File: src/verilog/tpt_pkg.sv
package tpt_pkg;

    ////////////////////////////////////////////////////////////////////////
    // counter geometry
    localparam int unsigned CNT_W = 16;
    localparam logic [15:0] CNT_IDLE = 16'hffff;
    localparam logic [15:0] CNT_ZERO = 16'h0000;
    localparam logic [15:0] CNT_ONE = 16'h0001;
    localparam logic [15:0] CMP_RESET = 16'h0000;

    ////////////////////////////////////////////////////////////////////////
    // mode_select_field codes handled here
    localparam logic [2:0] MODE_TRIG_PWM = 3'h2;
    localparam logic [2:0] MODE_ONE_SHOT = 3'h3;

    // trigger edge selection
    localparam logic [1:0] EDGE_NONE = 2'h0;
    localparam logic [1:0] EDGE_RISE = 2'h1;
    localparam logic [1:0] EDGE_FALL = 2'h2;
    localparam logic [1:0] EDGE_BOTH = 2'h3;

    ////////////////////////////////////////////////////////////////////////
    // types
    typedef enum logic {
        TPT_IDLE,
        TPT_RUN
    } tpt_state_e;

    typedef struct packed {
        logic counter_enable_bit;
        logic [2:0] mode_select_field;
        logic [1:0] trigger_edge_ctrl_reg;
    } tpt_ctrl_s;

    typedef struct packed {
        logic period_wr;
        logic width_wr;
        logic [15:0] data;
    } tpt_wr_s;

    typedef struct packed {
        logic [15:0] count_readback_reg;
        logic [15:0] period_compare_reg;
        logic [15:0] width_compare_reg;
    } tpt_status_s;

endpackage : tpt_pkg

File: src/verilog/tpt_triggered_pulse_timer.sv
`timescale 1ns/1ps
// Function
// - Triggered PWM mode 010: each trigger clears counter to zero and (re)starts it.
// - PWM period interrupt fires the count after period match, as counter clears.
// - PWM period is period value plus one clocks; active width equals width value.
// - Compare values reach shadows at the starting trigger, else only after a width write, at the next clear.
// - Width zero gives 0% output; width interrupt still recurs with period FFFFH.
// - Width equal to period plus one gives 100%; impossible with period FFFFH.
// - Trigger just after width match clears counter, asserts output, keeps counting.
// - Trigger just before width match suppresses width interrupt, output stays high.
// - Trigger just after period match clears counter, extending the active period.
// - Trigger just before period match suppresses period interrupt, asserts output.
// - PWM width interrupt fires in the clock the counter equals the width value.
// - Mode 011 selects one-shot: enable makes the timer wait for a trigger.
// - One-shot trigger clears FFFFH to 0000H; after pulse counter returns FFFFH, stops.
// - One-shot triggers arriving while a pulse is in progress are ignored.
// - One-shot delay equals width value; active width is period minus width plus one.
// - In one-shot the aux output is active while counting, inactive while waiting.
// - Trigger is the selected input edge or software setting the trigger bit.
// - One-shot period interrupt fires the count after match; width on match itself.
// - One-shot width match raises output; period match drops output and stops.
// - One-shot compare writes act at once; passed values wrap through FFFFH first.
module tpt_triggered_pulse_timer (
    input wire logic clk_sys,
    input wire logic reset_n,
    input wire tpt_pkg::tpt_ctrl_s ctrl,
    input wire logic soft_trigger_bit,
    input wire logic trigger_in,
    input wire tpt_pkg::tpt_wr_s wr,
    output logic period_match_irq,
    output logic width_match_irq,
    output logic pulse_out,
    output logic aux_toggle_out,
    output tpt_pkg::tpt_status_s status
);

    ////////////////////////////////////////////////////////////////////////
    // declarations
    tpt_pkg::tpt_state_e state_q;
    tpt_pkg::tpt_state_e state_d;
    logic [15:0] cnt_q;
    logic [15:0] cnt_d;
    logic [15:0] per_reg_q;
    logic [15:0] wid_reg_q;
    logic [15:0] per_sh_q;
    logic [15:0] wid_sh_q;
    logic [15:0] per_cmp;
    logic [15:0] wid_cmp;
    logic [15:0] wid_next;
    logic pend_q;
    logic trig_prev_q;
    logic pulse_q;
    logic pulse_d;
    logic aux_q;
    logic aux_d;
    logic per_irq_q;
    logic mode_pwm;
    logic mode_os;
    logic active;
    logic running;
    logic ext_edge;
    logic trig;
    logic per_hit;
    logic wid_hit;
    logic restart;
    logic load;

    ////////////////////////////////////////////////////////////////////////
    // mode decode and trigger detection
    assign mode_pwm = ctrl.counter_enable_bit
        && (ctrl.mode_select_field == tpt_pkg::MODE_TRIG_PWM);
    assign mode_os = ctrl.counter_enable_bit
        && (ctrl.mode_select_field == tpt_pkg::MODE_ONE_SHOT);
    assign active = mode_pwm || mode_os;
    assign running = (state_q == tpt_pkg::TPT_RUN);

    // previous trigger level for edge detection
    always_ff @(posedge clk_sys or negedge reset_n)
    begin
        if (!reset_n)
            trig_prev_q <= 1'b0;
        else
            trig_prev_q <= trigger_in;
    end

    // selected edge of the trigger input
    always_comb
    begin
        case (ctrl.trigger_edge_ctrl_reg)
            tpt_pkg::EDGE_RISE: ext_edge = trigger_in && !trig_prev_q;
            tpt_pkg::EDGE_FALL: ext_edge = !trigger_in && trig_prev_q;
            tpt_pkg::EDGE_BOTH: ext_edge = trigger_in != trig_prev_q;
            default: ext_edge = 1'b0;
        endcase
    end

    assign trig = active && (ext_edge || soft_trigger_bit);

    ////////////////////////////////////////////////////////////////////////
    // compare selection: shadows in pwm, live registers in one-shot
    assign per_cmp = mode_os ? per_reg_q : per_sh_q;
    assign wid_cmp = mode_os ? wid_reg_q : wid_sh_q;
    // matches count only while a mode is live, so a disable raises no interrupt
    assign per_hit = running && active && (cnt_q == per_cmp);
    assign wid_hit = running && active && (cnt_q == wid_cmp);

    ////////////////////////////////////////////////////////////////////////
    // counter and run state next values
    always_comb
    begin
        state_d = state_q;
        cnt_d = cnt_q;
        restart = 1'b0;
        if (!active)
        begin
            state_d = tpt_pkg::TPT_IDLE;
            cnt_d = tpt_pkg::CNT_IDLE;
        end
        else if (mode_pwm)
        begin
            if (trig)
            begin
                state_d = tpt_pkg::TPT_RUN;
                cnt_d = tpt_pkg::CNT_ZERO;
                restart = 1'b1;
            end
            else if (per_hit)
            begin
                cnt_d = tpt_pkg::CNT_ZERO;
                restart = 1'b1;
            end
            else if (running)
                cnt_d = cnt_q + tpt_pkg::CNT_ONE;
        end
        else if (!running)
        begin
            if (trig)
            begin
                state_d = tpt_pkg::TPT_RUN;
                cnt_d = tpt_pkg::CNT_ZERO;
            end
        end
        else if (per_hit)
        begin
            state_d = tpt_pkg::TPT_IDLE;
            cnt_d = tpt_pkg::CNT_IDLE;
        end
        else
            cnt_d = cnt_q + tpt_pkg::CNT_ONE;
    end

    // counter and run state
    always_ff @(posedge clk_sys or negedge reset_n)
    begin
        if (!reset_n)
        begin
            state_q <= tpt_pkg::TPT_IDLE;
            cnt_q <= tpt_pkg::CNT_IDLE;
        end
        else
        begin
            state_q <= state_d;
            cnt_q <= cnt_d;
        end
    end

    ////////////////////////////////////////////////////////////////////////
    // compare registers as written by software
    always_ff @(posedge clk_sys or negedge reset_n)
    begin
        if (!reset_n)
        begin
            per_reg_q <= tpt_pkg::CMP_RESET;
            wid_reg_q <= tpt_pkg::CMP_RESET;
        end
        else
        begin
            if (wr.period_wr)
                per_reg_q <= wr.data;
            if (wr.width_wr)
                wid_reg_q <= wr.data;
        end
    end

    // shadow transfer armed by a width write, done at counter clear
    assign load = restart && (pend_q || !running);
    assign wid_next = load ? wid_reg_q : wid_sh_q;

    always_ff @(posedge clk_sys or negedge reset_n)
    begin
        if (!reset_n)
        begin
            per_sh_q <= tpt_pkg::CMP_RESET;
            wid_sh_q <= tpt_pkg::CMP_RESET;
            pend_q <= 1'b0;
        end
        else
        begin
            if (load)
            begin
                per_sh_q <= per_reg_q;
                wid_sh_q <= wid_reg_q;
            end
            // a write in the transfer cycle keeps the request armed
            if (wr.width_wr)
                pend_q <= 1'b1;
            else if (load)
                pend_q <= 1'b0;
        end
    end

    ////////////////////////////////////////////////////////////////////////
    // pulse and aux output next values
    always_comb
    begin
        pulse_d = 1'b0;
        aux_d = 1'b0;
        if (mode_pwm)
        begin
            // high from clear until count reaches width
            pulse_d = (state_d == tpt_pkg::TPT_RUN) && (cnt_d < wid_next);
            aux_d = (trig || per_hit) ? !aux_q : aux_q;
        end
        else if (mode_os)
        begin
            aux_d = (state_d == tpt_pkg::TPT_RUN);
            if (state_d == tpt_pkg::TPT_IDLE)
                pulse_d = 1'b0;
            else if (cnt_d == wid_reg_q)
                pulse_d = 1'b1;
            else
                pulse_d = pulse_q;
        end
    end

    // outputs and period interrupt, one count after the match
    always_ff @(posedge clk_sys or negedge reset_n)
    begin
        if (!reset_n)
        begin
            pulse_q <= 1'b0;
            aux_q <= 1'b0;
            per_irq_q <= 1'b0;
        end
        else
        begin
            pulse_q <= pulse_d;
            aux_q <= aux_d;
            per_irq_q <= per_hit && !(mode_pwm && trig);
        end
    end

    ////////////////////////////////////////////////////////////////////////
    // output drive
    assign width_match_irq = wid_hit && !(mode_pwm && trig);
    assign period_match_irq = per_irq_q;
    assign pulse_out = pulse_q;
    assign aux_toggle_out = aux_q;
    assign status.count_readback_reg = cnt_q;
    assign status.period_compare_reg = per_reg_q;
    assign status.width_compare_reg = wid_reg_q;
endmodule : tpt_triggered_pulse_timer

File: config.mk
export PLATFORM = sky130hd
export DESIGN_NAME = tpt_triggered_pulse_timer
export DESIGN_NICKNAME = d
export VERILOG_FILES = /design/src/verilog/tpt_pkg.sv /design/src/verilog/tpt_triggered_pulse_timer.sv
export SDC_FILE = /design/constraint.sdc
export NUM_CORES = 1
export LEC_CHECK = 0
export BUFFER_PORTS_ARGS = -buffer_cell sky130_fd_sc_hd__buf_2
export CELL_PAD_IN_SITES_DETAIL_PLACEMENT = 1
export CELL_PAD_IN_SITES_GLOBAL_PLACEMENT = 1
export CORE_ASPECT_RATIO = 1.25
export CORE_MARGIN = 5
export CORE_UTILIZATION = 35
export DETAILED_ROUTE_END_ITERATION = 10
export PLACE_DENSITY_LB_ADDON = 0.1
export SETUP_SLACK_MARGIN = 0.3
export SYNTH_ARGS = -nofsm -noshare
export SYNTH_HDL_FRONTEND = slang
export SYNTH_SLANG_ARGS = --single-unit
File: constraint.sdc
create_clock -name clk_sys -period 4.7 [get_ports clk_sys]
set_input_delay 0.705 -clock clk_sys [delete_from_list [all_inputs] [get_ports clk_sys]]
set_output_delay 0.705 -clock clk_sys [all_outputs]
set_load 0.1 [all_outputs]
# After elaboration in Yosys (flattened, before gate mapping)
# Index checks and enable logic that the tools add are counted.
# W data, S select, Z words.
[totals] out_inout_bits=52 reg_bits=86 in_bits=28
[classes] mux=31 reduce_logical=23 eq_ne=11 n_addsub=1 order_cmp=1
[ops] cell="$mux W16" count=11
[ops] cell="$eq A16 B16 Y1" count=3
[ops] cell="$mux W1" count=19
[ops] cell="$add A16 B1 Y16 const B" count=1
[ops] cell="$lt A16 B16 Y1" count=1
[ops] cell="$logic_and A1 B1 Y1" count=13
[ops] cell="$eq A3 B2 Y1 const B" count=2
[ops] cell="$logic_not A1 Y1" count=5
[ops] cell="$eq A2 B2 Y1 const B" count=2
[ops] cell="$logic_or A1 B1 Y1" count=4
[ops] cell="$ne A4 B3 Y1 const B" count=1
[ops] cell="$pmux W1 S3" count=1
[ops] cell="$eq A2 B1 Y1 const B" count=1
[ops] cell="$ne A2 B1 Y1 const B" count=1
[ops] cell="$reduce_bool A2 Y1" count=1
[ops] cell="$ne A1 B1 Y1" count=1

# Depth between registers and ports, before layout
[logic_depth] ltp_word=14 ltp_mapped=23

# Worst setup path after synthesis
# Ideal clock, no wire load.
[synth_path] path_type="input-to-output" start="input port ctrl[4] (netlist name)" end="output port width_match_irq" path_stages=8 path_slack_ns=-0.345 arrival_time_ns=4.340 required_time_ns=3.995 cell_sequence="and4b_4 > buf_2 > buf_1 > mux2i_1 > xnor2_1 > nor4_1 > nand4_1 > nor3_1"
[synth_between] elab_chain_len=7 elab_cells_between_ends=13 cone_classes="3 x eq/ne; 1 x mux; 9 x reduce/logical"
[synth_rtl] item="from (decl)" line="tpt_triggered_pulse_timer.sv:26" text="input wire tpt_pkg::tpt_ctrl_s ctrl,"
[synth_rtl] item="parallel branches: the longest is 6 deep, another holds $mux W16"
[synth_rtl] item="$logic_and A1 B1 Y1 *" line="tpt_triggered_pulse_timer.sv:255" text="assign width_match_irq = wid_hit && !(mode_pwm && trig);"
[synth_rtl] item="to (decl)" line="tpt_triggered_pulse_timer.sv:31" text="output logic width_match_irq,"
# Mark *: on every way between the ends.

# Worst setup path after layout
[layout_path] start="register cnt_q[14]" end="register pulse_q (netlist: pulse_out)"
[layout_between] elab_chain_len=11 elab_cells_between_ends=28 cone_classes="1 x add/sub; 1 x order compare; 3 x eq/ne; 20 x mux; 3 x reduce/logical"
[layout_rtl] item="from (decl)" line="tpt_triggered_pulse_timer.sv:41" text="logic [15:0] cnt_q;"
[layout_rtl] item="from (signal assigned)" line="tpt_triggered_pulse_timer.sv:158" text="cnt_q <= tpt_pkg::CNT_IDLE;"
[layout_rtl] item="from (signal assigned)" line="tpt_triggered_pulse_timer.sv:163" text="cnt_q <= cnt_d;"
[layout_rtl] item="parallel branches: the longest is 11 deep, another holds $add A16 B1 Y16"
[layout_rtl] item="to (signal assigned)" line="tpt_triggered_pulse_timer.sv:247" text="pulse_q <= pulse_d;"
[layout_rtl] item="to (decl)" line="tpt_triggered_pulse_timer.sv:52" text="logic pulse_q;"
# Several ways; the timed one is not identified.
# A chain may end at the register's enable or synchronous reset.

==> impl_metrics.yaml <==
clock_tree:
  cts_buffer_depth: 2
  hold_buffers: 0
  clockRootBuffer: "clkbuf_16"
  clock_latency_ns: 0.36
  cts-buffers-inserted: 9
  numClockSinks: 86
  htree_num_levels: 3
  clkTransAtPathRegs_ns: 0.07
  cts_tree: "done"
power_and_ir_drop:
  power.leakage_uw: 0.00286
  total_power_uw: 2580
  power_density_nw_per_um2: 395
  vdd_drop_max_mv: 0.183
floorplanning:
  fp.dieW_um: 120
  fp.dieArea_um2: 17800
  rows: 50
  design.core.area_um2: 15000
  fp.dieH_um: 148
  io_pins: 80
  start_util_pct: 35.7
detailed_routing:
  totalWireLength_um: 18400
  drc: 0
  first_iter_violations: 204
  dr.pass1.iters: 4
  wl_per_cell_um: 22.7
  vias_per_cell: 5.50
  num_vias: 4457
  drtAntennaViolNets: 0
logic_synthesis:
  syn_inst: 529
  synth_seq_cells: 86
  synth_ff_type: "dfrtp_1"
  synthesis.area_um2: 5330
  synth_cell_types: 64
  avgSynthCellArea_um2: 10.1
  synth_sequential_area_ratio_pct: 40.7
  yosysWarnings: 0
  synth-edff-count: 0
  syn_nets: 575
  async_flop_share_pct: 100
worst_setup_path:
  critPathMaxFanout: 7
  required_ns: 4.99
  critPathLaunchType: "register"
  cp-end-kind: "register"
  crit_type: "register to register"
  arrival_ns: 4.51
final_layout:
  final_nets: 669
  final_cells: 810
  syn_to_final_growth_pct: 22.6
  drive_gt1_share_pct: 34.2
  final_util_pct: 43.7
  antennaDiodeCount: 0
  fin_area_um2: 6540
global_routing:
  grt_pass1_wl_um: 28200
  overflow: 0
  grt_max_degree: 49
  grt_pass1_vias: 4831
  antenna_found_initial: 0
  groute.usage.overall_pct: 20.9
hold_path:
  min_path_type: "input pin to asynchronous set/reset pin"
sta:
  maxSlewHeadroom_pct: 51.7
  worst_slew_pin_slew_ns: 0.719
  fin_crit_sh_pct: 89.7
  skew_ns: 0.00815
  finalCriticalPeriod_ns: 4.21
  final_hold_viol_count: 0
  timing.fmax_mhz: 237
  rsz0062_at_grt: "false"
  finalSetupViolations: 0
  drv_slew: 0
placed_design:
  place_inst: 777
  gp_congestion: 0.868
  hpwl_um: 13800
  numPortBuffers: 79
  dpl_cell_area_um2: 6000
outcome:
  status: "finished clean"
flow_run:
  drv_cap: 0
==> worst max-delay path, cell delays in order, from the launching register on <==
cell,delay (ns)
dfstp_4,0.67
xor2_1,0.08
a2111o_1,0.40
o22ai_2,0.23
o211ai_2,0.13
or3_4,0.37
a21oi_2,0.16
o21a_2,0.21
buf_6,0.18
mux2i_4,0.26
ha_1,0.28
a21o_1,0.17
a21o_1,0.19
a21oi_2,0.17
a211oi_2,0.10
a21oi_1,0.15
nand2_1,0.07
o21ai_1,0.13
and4_1,0.19
==> cell families after synthesis <==
| logic type | share of synthesized area, % |
|---|---|
| compound gates | 11.5 |
| xor+xnor | 9.36 |
| fa+ha+maj | 4.22 |
| buf+inv | 5.19 |
| flops | 40.7 |
| mux | 15.1 |
| simple gates | 13.9 |
==> metal layers <==
metal  GRT usage (%)  share of wire, %
met5               0                 0
met2            37.1                52
met4            7.54               2.3
met1            26.1                43
met3            2.33               2.6
==> state kept, by name, summed over array words and instances, names as in the netlist <==
register          cells
aux_toggle_out        1
cnt_q                16
pend_q                1
per_reg_q            16
per_sh_q             16
period_match_irq      1
pulse_out             1
running               1
trig_prev_q           1
wid_reg_q            16
wid_sh_q             16
==> report_power, final <==
part | switching, uW | internal, uW | total [uW]
registers | 115 | 857 | 973
clock network | 332 | 450 | 781
logic | 541 | 286 | 827
total | 988 | 1590 | 2580
==> area by class of cell <==
type | instances | area, um2
Sequential cell | 86 | 2210
Multi-Input combinational cell | 381 | 2980
Inverter | 30 | 113
Fill cell | 1713 | 8420
Clock buffer | 11 | 254
Clock inverter | 5 | 65.1
Tap cell | 182 | 228
Timing Repair Buffer | 115 | 688
==> path summary, 6_finish.rpt <==
path | cells past startpoint | startpoint | slack [ns] | end
worst max-delay path | 18 | cnt_q[14] | 0.49 | pulse_out
worst min register to register | 1 | pend_q | 0.49 | pend_q
worst max register to register | 18 | cnt_q[14] | 0.49 | pulse_out
max in group asynchronous | 2 | reset_n | 3.37 | per_sh_q[13]
min in group clk_sys | 1 | pend_q | 0.49 | pend_q
worst min-delay path | 1 | reset_n | 0.38 | wid_sh_q[2]
==> layout by cell type, fill, tap and decap left out, drive strengths merged, types with 11 or more instances in the layout <==
cell,instances
inv,30
nand4,14
nand2b,15
buf,115
ha,18
xnor2,39
clkbuf,11
dfrtp,70
a21oi,18
nand2,35
mux2i,32
dfstp,16
o21ai,28
xor2,18
nand3,18
nor2,20
mux2,43
==> cell usage after synthesis (6+ instances only) <==
| cell type | instances | area share [%] |
|---|---|---|
| dfrtp_1 | 70 | 33 |
| mux2_2 | 42 | 8.9 |
| xnor2_1 | 39 | 6.4 |
| nand2_1 | 33 | 2.3 |
| mux2i_1 | 32 | 6.0 |
| inv_1 | 29 | 2.0 |
| o21ai_0 | 24 | 2.3 |
| nor2_1 | 20 | 1.4 |
| ha_1 | 18 | 4.2 |
| xor2_1 | 18 | 3.0 |
| a21oi_1 | 17 | 1.6 |
| buf_2 | 17 | 1.6 |
| nand3_1 | 17 | 1.6 |
| dfstp_2 | 16 | 7.9 |
| nand2b_1 | 15 | 1.8 |
| nand4_1 | 14 | 1.6 |
| clkbuf_1 | 11 | 0.77 |
| a21o_1 | 9 | 1.3 |
| nor3_1 | 9 | 0.84 |
| and3_1 | 6 | 0.70 |
==> what timing repair did <==
item	4_1_cts	5_1_grt
setup buffers	0	16
pin swaps	0	4
gates resized for setup	2	17
setup endpoints to repair	1	1
gates cloned	0	1
==> metrics by stage <==
stage               setup WS, ns  setup TNS, ns  hold WS (ns)
finish                     0.486              0         0.377
CTS                        0.300              0         0.404
floorplan                  0.314              0         0.409
global placement          0.0393              0         0.478
global route               0.272              0         0.422
detailed placement        -0.185         -0.185         0.475
Power figures use the tool's default switching activity.
